`src/core/gam_pkg.sv`:
```
package gam_pkg;
	localparam int CLK_KHZ = 50000;
	localparam int ECU_TIMEOUT_MS = 3000;
	localparam int ECU_CYC = ECU_TIMEOUT_MS * CLK_KHZ;
	localparam int SVC_HOLD_MS = 5000;
	localparam int SVC_HOLD_CYC = SVC_HOLD_MS * CLK_KHZ;
	localparam int FLASH_MS = 500;
	localparam int FLASH_CYC = FLASH_MS * CLK_KHZ;
	// Cooldown kept short enough for its cycle count to fit an int
	localparam int COOL_MS = 40000;
	localparam int COOL_CYC = COOL_MS * CLK_KHZ;
	localparam int PCT_BASE = 100;
	localparam int TRIP_PCT = 12;
	localparam int NSETS = 3;
	localparam int CNT_W = 16;
	localparam int FREQ_W = 16;
	localparam int TMR_W = 32;
	typedef enum logic [1:0] {
		LVL_NONE = 2'h0,
		LVL_WARN = 2'h1,
		LVL_DUMP = 2'h2,
		LVL_SHUT = 2'h3
	} gam_level_type;
	typedef enum logic [1:0] {
		OP_BACKUP = 2'h0,
		OP_PARALLEL = 2'h1,
		OP_TRANSFER = 2'h2
	} gam_op_type;
	typedef enum logic [1:0] {
		ST_IDLE = 2'h0,
		ST_START = 2'h1,
		ST_SYNC = 2'h3,
		ST_LOADED = 2'h2
	} gam_test_type;
endpackage

```
`src/core/gam_alarm_manager.sv`:
```
`timescale 1ns/1ps
module gam_alarm_manager #(
	parameter int NFAULT = 8,
	parameter int ECU_CYC = gam_pkg::ECU_CYC,
	parameter int HOLD_CYC = gam_pkg::SVC_HOLD_CYC,
	parameter int FLASH_CYC = gam_pkg::FLASH_CYC,
	parameter int COOL_CYC = gam_pkg::COOL_CYC
) (
	// Clock, reset, enable
	input wire logic clk,
	input wire logic rst_n,
	input wire logic clk_en,
	// Pins: fault causes, keys, engine and busbar state
	input wire logic [NFAULT-1:0] fault_cause,
	input wire logic mute_key,
	input wire logic indicator_check_key,
	input wire logic load_test_key,
	input wire logic mode_key,
	input wire logic protect_override,
	input wire logic ecu_msg,
	input wire logic hour_tick,
	input wire logic day_tick,
	input wire logic busbar_live,
	input wire logic busbar_power_ok,
	input wire logic sync_done,
	input wire logic engine_running,
	input wire logic fuel_on,
	// Configuration
	input wire logic [NFAULT-1:0][1:0] fault_level_cfg,
	input wire logic [NFAULT-1:0] fault_latch_cfg,
	input wire gam_pkg::gam_level_type ecu_level,
	input wire gam_pkg::gam_level_type svc_level,
	input wire gam_pkg::gam_op_type op_mode,
	input wire logic [gam_pkg::FREQ_W-1:0] gen_freq,
	input wire logic [gam_pkg::FREQ_W-1:0] freq_high_limit,
	input wire logic [gam_pkg::NSETS-1:0][gam_pkg::CNT_W-1:0] svc_hours_limit,
	input wire logic [gam_pkg::NSETS-1:0][gam_pkg::CNT_W-1:0] svc_time_limit,
	// Non-volatile store
	input wire logic nv_restore,
	input wire logic [gam_pkg::NSETS-1:0][gam_pkg::CNT_W-1:0] nv_hours_in,
	input wire logic [gam_pkg::NSETS-1:0][gam_pkg::CNT_W-1:0] nv_time_in,
	output logic [gam_pkg::NSETS-1:0][gam_pkg::CNT_W-1:0] nv_hours,
	output logic [gam_pkg::NSETS-1:0][gam_pkg::CNT_W-1:0] nv_time,
	output logic nv_write,
	// Indicators and actuators
	output logic alarm_led,
	output logic warning_led,
	output logic alarm_out,
	output logic service_led,
	output logic service_out,
	output logic gen_contactor,
	output logic engine_stop,
	output logic engine_run,
	output logic remote_start,
	output logic sync_req,
	output logic ramp_share
);
	import gam_pkg::*;

	localparam int NSRC = NFAULT + 3;
	localparam int SRC_ECU = NFAULT;
	localparam int SRC_TRIP = NFAULT + 1;
	localparam int SRC_SVC = NFAULT + 2;
	localparam int NPIN = NFAULT + 13;

	if (NFAULT < 1 || ECU_CYC < 2 || HOLD_CYC < 2 || FLASH_CYC < 2 ||
		COOL_CYC < 2) begin : g_bad_param
		$error("gam_alarm_manager: parameter out of range");
	end

	// Pin synchronisers; edges taken from the second stage only
	logic [NPIN-1:0] pin_s1, pin_s2, pin_d;
	always_ff @(posedge clk) begin
		if (!rst_n) begin
			pin_s1 <= '0;
			pin_s2 <= '0;
			pin_d <= '0;
		end else if (clk_en) begin
			pin_s1 <= {fuel_on, engine_running, sync_done, busbar_power_ok,
				busbar_live, day_tick, hour_tick, ecu_msg, protect_override,
				mode_key, load_test_key, indicator_check_key, mute_key,
				fault_cause};
			pin_s2 <= pin_s1;
			pin_d <= pin_s2;
		end
	end

	logic [NPIN-1:0] pin_rise;
	assign pin_rise = pin_s2 & ~pin_d;
	logic mute_s, check_s, override_s, live_s, power_s, sync_s;
	logic running_s, fuel_s, mute_press, test_press, mode_press;
	logic msg_edge, hour_edge, day_edge;
	assign mute_s = pin_s2[NFAULT];
	assign check_s = pin_s2[NFAULT+1];
	assign override_s = pin_s2[NFAULT+4];
	assign live_s = pin_s2[NFAULT+8];
	assign power_s = pin_s2[NFAULT+9];
	assign sync_s = pin_s2[NFAULT+10];
	assign running_s = pin_s2[NFAULT+11];
	assign fuel_s = pin_s2[NFAULT+12];
	assign mute_press = pin_rise[NFAULT];
	assign test_press = pin_rise[NFAULT+2];
	assign mode_press = test_press | pin_rise[NFAULT+3];
	assign msg_edge = pin_rise[NFAULT+5];
	assign hour_edge = pin_rise[NFAULT+6];
	assign day_edge = pin_rise[NFAULT+7];

	// Engine link watchdog, armed only while fuel is on
	logic [TMR_W-1:0] ecu_cnt;
	logic ecu_fail;
	assign ecu_fail = fuel_s && ecu_cnt == TMR_W'(ECU_CYC - 1);
	always_ff @(posedge clk) begin
		if (!rst_n) begin
			ecu_cnt <= '0;
		end else if (clk_en) begin
			if (!fuel_s || msg_edge) begin
				ecu_cnt <= '0;
			end else if (!ecu_fail) begin
				ecu_cnt <= ecu_cnt + 1'b1;
			end
		end
	end

	// Overspeed trip compares scaled values; no divider needed
	logic [23:0] freq_scaled, trip_scaled;
	logic trip_cause;
	assign freq_scaled = 24'(gen_freq) * 24'(PCT_BASE);
	assign trip_scaled = 24'(freq_high_limit) * 24'(PCT_BASE + TRIP_PCT);
	always_ff @(posedge clk) begin
		if (!rst_n) begin
			trip_cause <= 1'b0;
		end else if (clk_en) begin
			trip_cause <= freq_scaled > trip_scaled;
		end
	end

	// Service counter sets
	logic [CNT_W-1:0] rem_h [NSETS];
	logic [CNT_W-1:0] rem_t [NSETS];
	logic [NSETS-1:0] svc_exp, svc_dec;
	logic [TMR_W-1:0] hold_cnt;
	logic svc_reload;
	assign svc_reload = hold_cnt == TMR_W'(HOLD_CYC - 1);
	always_ff @(posedge clk) begin
		if (!rst_n) begin
			hold_cnt <= '0;
		end else if (clk_en) begin
			if (!(mute_s && check_s)) begin
				hold_cnt <= '0;
			end else if (hold_cnt != TMR_W'(HOLD_CYC)) begin
				hold_cnt <= hold_cnt + 1'b1;
			end
		end
	end

	for (genvar s = 0; s < NSETS; s++) begin : g_svc
		logic h_on, t_on;
		assign h_on = svc_hours_limit[s] != '0;
		assign t_on = svc_time_limit[s] != '0;
		assign svc_exp[s] = h_on && (rem_h[s] == '0 ||
			(t_on && rem_t[s] == '0));
		assign svc_dec[s] = h_on && ((hour_edge && running_s &&
			rem_h[s] != '0) || (day_edge && t_on && rem_t[s] != '0));
		assign nv_hours[s] = rem_h[s];
		assign nv_time[s] = rem_t[s];
		always_ff @(posedge clk) begin
			if (!rst_n) begin
				rem_h[s] <= '0;
				rem_t[s] <= '0;
			end else if (clk_en) begin
				if (svc_reload) begin
					rem_h[s] <= svc_hours_limit[s];
					rem_t[s] <= svc_time_limit[s];
				end else if (nv_restore) begin
					rem_h[s] <= nv_hours_in[s];
					rem_t[s] <= nv_time_in[s];
				end else if (h_on) begin
					if (hour_edge && running_s && rem_h[s] != '0) begin
						rem_h[s] <= rem_h[s] - 1'b1;
					end
					if (day_edge && t_on && rem_t[s] != '0) begin
						rem_t[s] <= rem_t[s] - 1'b1;
					end
				end
			end
		end
	end

	// Fault sources and their effective severities
	logic [NSRC-1:0] cause, latch, held, accept;
	logic [NSRC-1:0] acc_shut, acc_dump, acc_warn;
	logic [NSRC-1:0] is_shut, is_dump, is_warn;
	gam_level_type cfg_lvl [NSRC];
	gam_level_type eff_lvl [NSRC];
	gam_level_type held_lvl [NSRC];
	logic held_sd, held_ld, held_wn;
	assign held_sd = |is_shut;
	assign held_ld = |is_dump;
	assign held_wn = |is_warn;
	assign cause = {(|svc_exp) && svc_level != LVL_NONE, trip_cause,
		ecu_fail && ecu_level != LVL_NONE, pin_s2[NFAULT-1:0]};
	assign latch = {1'b0, 1'b1, 1'b0, fault_latch_cfg};

	for (genvar i = 0; i < NSRC; i++) begin : g_src
		if (i < NFAULT) begin : g_ext
			assign cfg_lvl[i] = gam_level_type'(fault_level_cfg[i]);
		end else if (i == SRC_ECU) begin : g_ecu
			assign cfg_lvl[i] = ecu_level;
		end else if (i == SRC_TRIP) begin : g_trip
			assign cfg_lvl[i] = LVL_SHUT;
		end else begin : g_svl
			assign cfg_lvl[i] = svc_level;
		end
		// The overspeed trip is never downgraded by the override
		assign eff_lvl[i] = (override_s && i != SRC_TRIP &&
			cfg_lvl[i] >= LVL_DUMP) ? LVL_WARN : cfg_lvl[i];
		// A cause with level none is folded into warning
		assign acc_shut[i] = cause[i] && !held[i] &&
			eff_lvl[i] == LVL_SHUT && !held_sd;
		assign acc_dump[i] = cause[i] && !held[i] &&
			eff_lvl[i] == LVL_DUMP && !held_sd && !held_ld;
		assign acc_warn[i] = cause[i] && !held[i] &&
			eff_lvl[i] <= LVL_WARN && !held_sd && !held_ld &&
			!held_wn;
		assign accept[i] = acc_shut[i] | acc_dump[i] | acc_warn[i];
		assign is_shut[i] = held[i] && held_lvl[i] == LVL_SHUT;
		assign is_dump[i] = held[i] && held_lvl[i] == LVL_DUMP;
		assign is_warn[i] = held[i] && held_lvl[i] == LVL_WARN;
		// A new acceptance wins over a mode-key clear in the same cycle
		always_ff @(posedge clk) begin
			if (!rst_n) begin
				held[i] <= 1'b0;
				held_lvl[i] <= LVL_NONE;
			end else if (clk_en) begin
				if (accept[i]) begin
					held[i] <= 1'b1;
					held_lvl[i] <= (eff_lvl[i] == LVL_NONE) ?
						LVL_WARN : eff_lvl[i];
				end else if (mode_press) begin
					held[i] <= 1'b0;
				end else if (!cause[i] && !latch[i]) begin
					held[i] <= 1'b0;
				end
			end
		end
	end

	// Mute and cooldown
	logic muted;
	logic [TMR_W-1:0] cool_cnt;
	logic cool_done;
	assign cool_done = cool_cnt == TMR_W'(COOL_CYC - 1);
	always_ff @(posedge clk) begin
		if (!rst_n) begin
			muted <= 1'b0;
		end else if (clk_en) begin
			if (|accept) begin
				muted <= 1'b0;
			end else if (mute_press) begin
				muted <= 1'b1;
			end
		end
	end
	always_ff @(posedge clk) begin
		if (!rst_n) begin
			cool_cnt <= '0;
		end else if (clk_en) begin
			if (!held_ld) begin
				cool_cnt <= '0;
			end else if (!cool_done) begin
				cool_cnt <= cool_cnt + 1'b1;
			end
		end
	end

	// Load test sequencer
	gam_test_type state, next_state;
	logic test_on, inhibit, paralleled;
	assign inhibit = held_sd | held_ld;
	always_ff @(posedge clk) begin
		if (!rst_n) begin
			test_on <= 1'b0;
		end else if (clk_en && mode_press) begin
			test_on <= test_press;
		end
	end
	always_comb begin
		next_state = state;
		unique case (state)
			ST_IDLE: begin
				if (test_on && !inhibit) begin
					next_state = ST_START;
				end
			end
			ST_START: begin
				if (running_s) begin
					unique case (op_mode)
						OP_PARALLEL: next_state = live_s ? ST_SYNC :
							ST_LOADED;
						OP_TRANSFER: next_state = power_s ? ST_LOADED :
							ST_START;
						default: next_state = ST_LOADED;
					endcase
				end
			end
			ST_SYNC: begin
				if (sync_s) begin
					next_state = ST_LOADED;
				end
			end
			ST_LOADED: begin
				next_state = ST_LOADED;
			end
		endcase
		if (!test_on || inhibit) begin
			next_state = ST_IDLE;
		end
	end
	always_ff @(posedge clk) begin
		if (!rst_n) begin
			state <= ST_IDLE;
			paralleled <= 1'b0;
		end else if (clk_en) begin
			state <= next_state;
			if (state == ST_SYNC && next_state == ST_LOADED) begin
				paralleled <= 1'b1;
			end else if (next_state == ST_IDLE) begin
				paralleled <= 1'b0;
			end
		end
	end

	// Service lamp flash phase
	logic [TMR_W-1:0] flash_cnt;
	logic flash_ph;
	always_ff @(posedge clk) begin
		if (!rst_n) begin
			flash_cnt <= '0;
			flash_ph <= 1'b0;
		end else if (clk_en) begin
			if (flash_cnt == TMR_W'(FLASH_CYC - 1)) begin
				flash_cnt <= '0;
				flash_ph <= ~flash_ph;
			end else begin
				flash_cnt <= flash_cnt + 1'b1;
			end
		end
	end

	// Registered outputs
	always_ff @(posedge clk) begin
		if (!rst_n) begin
			alarm_led <= 1'b0;
			warning_led <= 1'b0;
			alarm_out <= 1'b0;
			gen_contactor <= 1'b0;
			engine_stop <= 1'b0;
			engine_run <= 1'b0;
			remote_start <= 1'b0;
			sync_req <= 1'b0;
			ramp_share <= 1'b0;
			service_led <= 1'b0;
			service_out <= 1'b0;
			nv_write <= 1'b0;
		end else if (clk_en) begin
			alarm_led <= held_sd | held_ld;
			warning_led <= held_wn;
			alarm_out <= (|held) && !muted;
			gen_contactor <= state == ST_LOADED && !inhibit;
			engine_stop <= held_sd | trip_cause |
				(held_ld && cool_done);
			engine_run <= test_on && !inhibit;
			remote_start <= test_on && !inhibit &&
				op_mode == OP_TRANSFER;
			sync_req <= state == ST_SYNC;
			ramp_share <= state == ST_LOADED && paralleled;
			service_led <= (|svc_exp) && flash_ph;
			service_out <= |svc_exp;
			nv_write <= (|svc_dec) | svc_reload;
		end
	end
endmodule // gam_alarm_manager

```
`config.mk`:
```
export PLATFORM = sky130hd
export DESIGN_NAME = gam_alarm_manager
export DESIGN_NICKNAME = d
export VERILOG_FILES = /design/src/core/gam_pkg.sv /design/src/core/gam_alarm_manager.sv
export SDC_FILE = /design/constraint.sdc
export NUM_CORES = 1
export LEC_CHECK = 0
export BUFFER_PORTS_ARGS = -buffer_cell sky130_fd_sc_hd__clkbuf_2
export CAP_MARGIN = 40
export CORE_MARGIN = 2
export CORE_UTILIZATION = 30
export DETAILED_ROUTE_END_ITERATION = 7
export PLACE_DENSITY_LB_ADDON = 0.08
export SYNTH_ARGS = -nofsm -noshare
export SYNTH_HDL_FRONTEND = slang
export SYNTH_SLANG_ARGS = --single-unit
```
`constraint.sdc`:
```
create_clock -name clk -period 6.9 [get_ports clk]
set_input_delay 1.38 -clock clk [delete_from_list [all_inputs] [get_ports clk]]
set_output_delay 1.38 -clock clk [all_outputs]
set_load 0.02 [all_outputs]
```
### Word level (Yosys, flattened, before mapping)

Memories as Yosys holds them, arrays and structs flattened.
Cells that the tools add are included.

* output and inout bits: 108
* memories kept: 3
* register bits after elaboration: 216
* memory bits (writable): 118

* multiplexer cells: 196
* eq/ne operators: 69
* multipliers: 2
* bitwise operators: 57
* $add $sub $neg: 10
* reduce and logical (&&, ||, !) cells: 294
* magnitude comparators: 21

Memories
* rem_h: depth 3, width 16, rd ports 3, clocked after memory_dff 0, write ports 3, line gam_alarm_manager.sv:138 `logic [CNT_W-1:0] rem_h [NSETS];`
* rem_t: depth 3, width 16, rd ports 3, clocked after memory_dff 0, write ports 3, line gam_alarm_manager.sv:139 `logic [CNT_W-1:0] rem_t [NSETS];`
* held_lvl: depth 11, width 2, rd ports 11, clocked after memory_dff 0, write ports 11, line gam_alarm_manager.sv:195 `gam_level_type held_lvl [NSRC];`

Operators by type and width (count)
* 2-to-1 mux 16 bit: 18
* 2-to-1 mux 32 bit: 7
* nonzero test 16 bit: 12
* logical AND 1 bit: 185
* 2-to-1 mux 1 bit: 133
* adder 32 x 1 -> 32 bit (second input constant): 4
* logical NOT 16 bit: 6
* subtractor 16 x 1 -> 16 bit (second input constant): 6
* == test 2 bit (second input constant): 46
* 2-to-1 mux 2 bit: 36
* == test 32 x 28 -> 1 bit (second input constant): 2
* OR reduction 11 bit: 5
* OR 1 bit: 54
* logical NOT 1 bit: 34
* AND reduction 2 bit: 17
* == test 32 x 25 -> 1 bit (second input constant): 1
* == test 32 x 31 -> 1 bit (second input constant): 1
* inequality test 32 x 28 -> 1 bit (second input constant): 1
* == test 2 x 1 -> 1 bit (second input constant): 13
* logical NOT 2 bit: 12
* nonzero test 3 bit: 8
* > comparator 23 bit: 1
* multiplier 16 x 5 -> 21 bit (second input constant): 1
* >= comparator 2 bit (second input constant): 10
* other kinds (13): 36

### Depth between registers and ports, before layout

Gate-level depths: netlist of run 1.
An unclocked memory read counts as a cell.

* depth in word-level cells: 18
* gate-level depth with buffers: 20

### Worst setup path after synthesis of run 1

No wires, ideal clock.

* path kind: input -> register
* start: input gen_freq[2] in the netlist's numbering
* end: register trip_cause
* arrival time: 5.100 ns
* slack: 1.682 ns
* setup time: 0.118 ns
* stages on the path: 17
* path buffers: 0
* required time: 6.782 ns
* cells stage by stage: ha_1 ha_1 fa_1 ha_1 nor2b_1 o21a_1 o21ai_0 nand2b_1 a31o_2 a211oi_1 o21ai_0 xor2_1 ha_1 and4_1 a221oi_1 o2111ai_1 o2111a_1

* longest elaborated chain between the ends: 2

Ends and longest elaborated chain
* start, declared: line gam_alarm_manager.sv:34 `input wire logic [gam_pkg::FREQ_W-1:0] gen_freq,`
* multiplier 16 x 5 -> 21 bit: line gam_alarm_manager.sv:127 `assign freq_scaled = 24'(gen_freq) * 24'(PCT_BASE);`
* > comparator 23 bit: line gam_alarm_manager.sv:133 `trip_cause <= freq_scaled > trip_scaled;`
* end signal, assigned: line gam_alarm_manager.sv:133
* end, declared: line gam_alarm_manager.sv:126 `logic trip_cause;`

No other way between the ends.
A chain may end at the register's enable or synchronous reset.

### Worst setup path in the final report of run 1

Ends and elaborated chain as after synthesis.

==> out/metrics.yaml, run 1 <==
run_status:
  status: "finished, final reports clean"
drt:
  num_vias: 17675
  route.detailed.drc: 0
  wirelength_mm: 66.4
  first_pass_iters: 7
  routedWlPerCell_um: 19.2
  ant_nets: 0
  drtIter0Drc: 960
  avgViaCountPerCell: 5.11
sta:
  rsz0062_at_grt: "false"
  setup_ws_ps: 1810
  worst_slew_pin_slew_ps: 822
  fin_tns_setup_ps: 0
  setup_viol: 0
  period_needed_ps: 5090
  fin_crit_sh_pct: 73.8
  fmaxAchievable_mhz: 196
  slew_headroom_pct: 44.7
  drv_slew: 0
  final-hold-violation-count: 0
  finClkSkew_ps: 23.4
placed_design:
  place_congestion: 0.838
  hpwlAfterDp_mm: 51.7
  post-place-ws_ps: 1230
  port_buffers: 386
yosys:
  ys_types: 68
  synth_area_um2: 19800
  yosysSeqAreaShare_pct: 38.6
  synth_nets: 2600
  async_reset_ff_share_pct: 0
  post_synth_most_frequent_cells: "nor2_1 (275), dfxtp_1 (206), nand2_1 (156), edfxtp_1 (117), inv_1 (116)"
  synth_area_leaders: "dfxtp_1 (21%), edfxtp_1 (18%), ha_1 (6.9%)"
  yosys_warnings: 0
  synthFlopType: "dfxtp_1"
  yosysMostFrequentCell: "nor2_1"
  synth_seq_cells: 323
  synth_top_area_cell: "dfxtp_1"
  synth_cells: 2185
  synth_edf_count: 117
  synth_top_area_share_pct: 20.9
  postSynthAreaPerCell_um2: 9.05
final_layout:
  nets: 2977
  area_growth_syn_to_layout_pct: 21.6
  drive_above_1_share_pct: 19.5
clocking:
  tritoncts: "built"
  holdBufCountCts: 0
  cts.clk_slew.worst_paths_ps: 60
  cts_setup_buffers: 0
  cts_buffers: 42
  cts.path.max_buffers: 3
  cts_root_buf: "clkbuf_16"
  ctsResizeCount: 0
  cts.sinks: 323
  cts.htree.levels: 2
  insertion_delay_ps: 570
floorplanning:
  chipHeight_um: 261
  die_area_um2: 68000
  io_pins: 387
  fp-row-count: 94
  die_w_um: 261
  initial_core_util_pct: 30.2
  core_area_um2: 65500
global_route:
  grt_remaining_overflow: 0
  grt_pass1_vias: 17107
  grt_use_met3_pct: 4.33
  top_usage_layer: "met2"
  track_usage_pct: 18.9
  grt_pass1_wl_mm: 100
  grt_use_met1_pct: 24.3
  grt_max_degree: 65
  antenna_found_initial: 10
  grt_use_met2_pct: 31.7
worst_setup_path:
  endpoint_kind: "flop"
  critical_path_class: "in2reg"
  r2r_cells: 8
  crit_fanout: 3
  crit_arrival_ps: 5540
  start_kind: "input port"
  worst_ep_required_time_ps: 7350
min_path:
  whs_path_depth: 2
  hold_path.class: "reg2reg"
flow_run:
  drv_cap: 0
pwr:
  irDropWorstVdd_mv: 0.139
  power_density_nw_per_um2: 225
  p_leak_nw: 9.78
==> critical path, stage by stage <==
cell       delay, ps
clkbuf_2         120
ha_1             290
ha_1             310
fa_1             470
ha_1             350
nor2b_1          140
o21a_1           170
o21ai_0          160
nand2b_1          90
a31o_2           270
a211oi_1         340
o21ai_0          180
xor2_1           170
ha_1             320
and4_1           220
a221oi_1         270
o2111ai_1        140
o2111a_1         160
==> path summary, 6_finish.rpt <==
| kind | from | to | slack (ps) |
|---|---|---|---|
| setup / recovery | gen_freq[2] | trip_cause | 1810 |
| hold / removal | sync_req | sync_req | 460 |
| setup reg to reg | rem_t[1][7] | rem_t[1][15] | 3310 |
| hold reg to reg | sync_req | sync_req | 460 |
==> cell type report <==
class | instances | area (um^2)
fill | 6838 | 41500
clock inverter | 8 | 61.3
antenna | 3 | 7.51
clock buffer | 67 | 1230
timing repair buffer | 412 | 2150
inverter | 116 | 435
sequential | 323 | 7640
multi-input combinational | 1667 | 11400
tap | 864 | 1080
==> placed cells by master (no fill, tap or decap), types with 16 or more instances in the layout <==
cell and instances:
a21o_1 16, a21oi_1 93, a221oi_1 35, a222oi_1 16, a22oi_1 16, and3_1 33, buf_4 24, clkbuf_1 16
clkbuf_16 42, clkbuf_2 385, dfxtp_1 206, edfxtp_1 117, fa_1 27, ha_1 109, inv_1 115, mux2i_1 77
nand2_1 156, nand2b_1 18, nand3_1 76, nand3b_1 20, nand4_1 51, nor2_1 273, nor2b_1 21, nor3_1 57
nor4_1 56, o21ai_0 66, o22ai_1 32, or3_1 30, xnor2_1 99, xor2_1 114
==> metrics by stage <==
stage	hold WS, ps	area [um^2]	util, %	instances	power [mW]
6_report	463	24100	36.7	3460	5.42
2_1_floorplan	454	19800	-	2185	2.95
3_3_place_gp	452	22700	34.6	3376	3.34
5_1_grt	498	24100	36.7	3459	5.74
3_5_place_dp	460	22800	34.7	3382	3.37
4_1_cts	467	24000	36.7	3457	5.52
==> sequential cells by signal (all words and copies together) (netlist names), 2 cells and up <==
register and count:
ecu_cnt 32, flash_cnt 32, pin_d 6, cool_cnt 32, pin_s2 21, state 2, pin_s1 21, hold_cnt 32
rem_h 48, held 11, rem_t 48, held_lvl 21
==> logic make-up (layout without fill, tap and decap cells) <==
family,after synthesis,count (layout),share of synthesized area (%)
simple gates,885,885,22.7
flops,323,323,38.6
fa+ha+maj,136,136,9.63
compound gates,356,356,11.9
other cells,0,3,0
buf+inv,195,603,3.76
mux,77,77,3.90
xor+xnor,213,213,9.43
==> where the power goes <==
group / switching (mW) / internal (mW) / total, mW
combinational: 0.684 / 0.493 / 1.18
sequential: 0.0876 / 2.06 / 2.15
clock: 0.873 / 1.22 / 2.10
==> routing by layer <==
| layer | wire [um] | vias up |
|---|---|---|
| met5 | 82 | - |
| met1 | 29200 | 8430 |
| li1 | - | 8710 |
| met4 | 1540 | 12 |
| met2 | 31300 | 433 |
| met3 | 4210 | 90 |
Note: power is estimated with default switching activity, not from simulation.
==> inputs of run 2 (changes only) <==
==> constraint.sdc (replaced) <==
create_clock -name clk -period 4.9 [get_ports clk]
set_input_delay 0.98 -clock clk [delete_from_list [all_inputs] [get_ports clk]]
set_output_delay 0.98 -clock clk [all_outputs]
set_load 0.02 [all_outputs]
==> out/metrics.yaml, run 2 (synthesis gave the netlist of run 1 again) <==
sta:
  period_needed_ps: 4590
  fmaxAchievable_mhz: 218
  drv_slew: 0
  setup_ws_ps: 314
  fin_crit_sh_pct: 93.6
  final-hold-violation-count: 0
  worst_slew_pin_slew_ps: 815
  setup_viol: 0
  fin_tns_setup_ps: 0
  rsz0062_at_grt: "false"
  finClkSkew_ps: 28.3
  slew_headroom_pct: 44.3
min_path:
  hold_path.class: "reg2reg"
final_layout:
  nets: 3004
  final_cells: 3489
  mostFrequentLayoutCells: "clkbuf_2 (385), nor2_1 (273), dfxtp_1 (206), nand2_1 (156), edfxtp_1 (117)"
  num-fill-cells: 6767
  reg.largest.list: "rem_h: 48 flops, rem_t: 48 flops"
  drive_above_1_share_pct: 20.7
  register_area_um2: 7640
  multi_input_area_um2: 11400
  final_common_cell: "clkbuf_2"
  area_growth_syn_to_layout_pct: 23.4
worst_setup_path:
  start_kind: "input port"
  startpoint: "gen_freq[2]"
  crit_fanout: 3
  r2r_cells: 11
  endpoint_kind: "flop"
  endpoint: "trip_cause"
  worst_ep_required_time_ps: 5360
  r2r_setup_slack_ps: 1250
  rr_endpoint: "rem_h[1][6]"
  critical_path_class: "in2reg"
  crit_arrival_ps: 5050
  timing.rr.start: "hold_cnt[21]"
placed_design:
  place_inst: 3408
  port_buffers: 386
  place_congestion: 0.877
  hpwlAfterDp_mm: 52.0
  post-place-ws_ps: -260
floorplanning:
  die_area_um2: 68000
  core_area_um2: 65500
  initial_core_util_pct: 30.2
  io_pins: 387
  chipHeight_um: 261
  die_w_um: 261
  fp-row-count: 94
clocking:
  cts.sinks: 323
  cts_buffers: 43
  holdBufCountCts: 0
  cts_setup_buffers: 0
  cts_root_buf: "clkbuf_16"
  ctsResizeCount: 0
  insertion_delay_ps: 590
  cts.clk_slew.worst_paths_ps: 60
  tritoncts: "built"
  cts.htree.levels: 2
  cts.path.max_buffers: 3
pwr:
  power_density_nw_per_um2: 329
  irDropWorstVdd_mv: 0.229
  p_leak_nw: 10.0
global_route:
  grt_pass1_wl_mm: 102
  track_usage_pct: 19.0
  grt_pass1_vias: 17368
  grt_remaining_overflow: 0
  antenna_found_initial: 4
  grt_max_degree: 65
drt:
  drtIter0Drc: 919
  route.detailed.drc: 0
  wirelength_mm: 66.9
  ant_nets: 0
  routedWlPerCell_um: 19.2
  first_pass_iters: 5
  avgViaCountPerCell: 5.11
  num_vias: 17819
flow_run:
  drv_cap: 0
run_status:
  status: "finished, final reports clean"
==> run 2: area by class of cell <==
cell class	count	share of cell area [%]
Antenna cell	1	0.0103
Inverter	116	1.78
Multi-Input combinational cell	1667	46.9
Timing Repair Buffer	438	9.57
Clock buffer	55	4.84
Sequential cell	323	31.3
Tap cell	864	4.43
Clock inverter	25	1.19
==> run 2: where the power goes <==
part / leakage (nW) / switching [mW] / total, mW / internal (mW)
clock network: 0.733 / 1.29 / 3.27 / 1.98
logic: 6.38 / 0.974 / 1.73 / 0.759
registers: 2.88 / 0.126 / 3.03 / 2.90
total: 10.0 / 2.39 / 8.03 / 5.64
==> run 2: worst max-delay path, cell delays in order <==
cell       delay (ps)
clkbuf_2          110
ha_1              300
ha_1              310
fa_1              470
ha_1              320
nor2b_1           130
o21a_1            170
o21ai_0           140
nand2b_1           90
a31o_2            260
a211oi_1          300
o21ai_0           180
xor2_1            170
ha_1              320
and4_1            220
a221oi_1          260
o2111ai_1         140
o2111a_1          150
==> run 2: stage by stage <==
| step | utilization, % | power, mW | hold slack (ps) | area [um^2] |
|---|---|---|---|---|
| after floorplan | - | 4.15 | 454 | 19800 |
| after global placement | 34.9 | 4.80 | 451 | 22900 |
| after detailed placement | 35.0 | 4.83 | 453 | 22900 |
| after CTS | 37.3 | 8.17 | 463 | 24400 |
| after global routing | 37.3 | 8.47 | 485 | 24400 |
| final | 37.3 | 8.03 | 460 | 24400 |
==> run 2: how the worst min path moves through the flow <==
stage	startpoint	to	slack [ps]	cells after the start
3_5_place_dp	gen_contactor	gen_contactor	450	2
4_1_cts	gen_contactor	gen_contactor	460	2
6_report	gen_contactor	gen_contactor	460	2
3_3_place_gp	remote_start	remote_start	450	2
2_1_floorplan	trip_cause	engine_stop	450	2
5_1_grt	remote_start	remote_start	480	2
==> run 2: routing by layer <==
| metal | global-route usage (%) | vias up | share of wire, % |
|---|---|---|---|
| met1 | 25.0 | 8551 | 45 |
| met2 | 31.5 | 428 | 46 |
| met3 | 3.80 | 76 | 6.1 |
| met4 | 5.56 | 6 | 2.4 |
| met5 | 0 | - | 0.069 |
| li1 | - | 8758 | - |
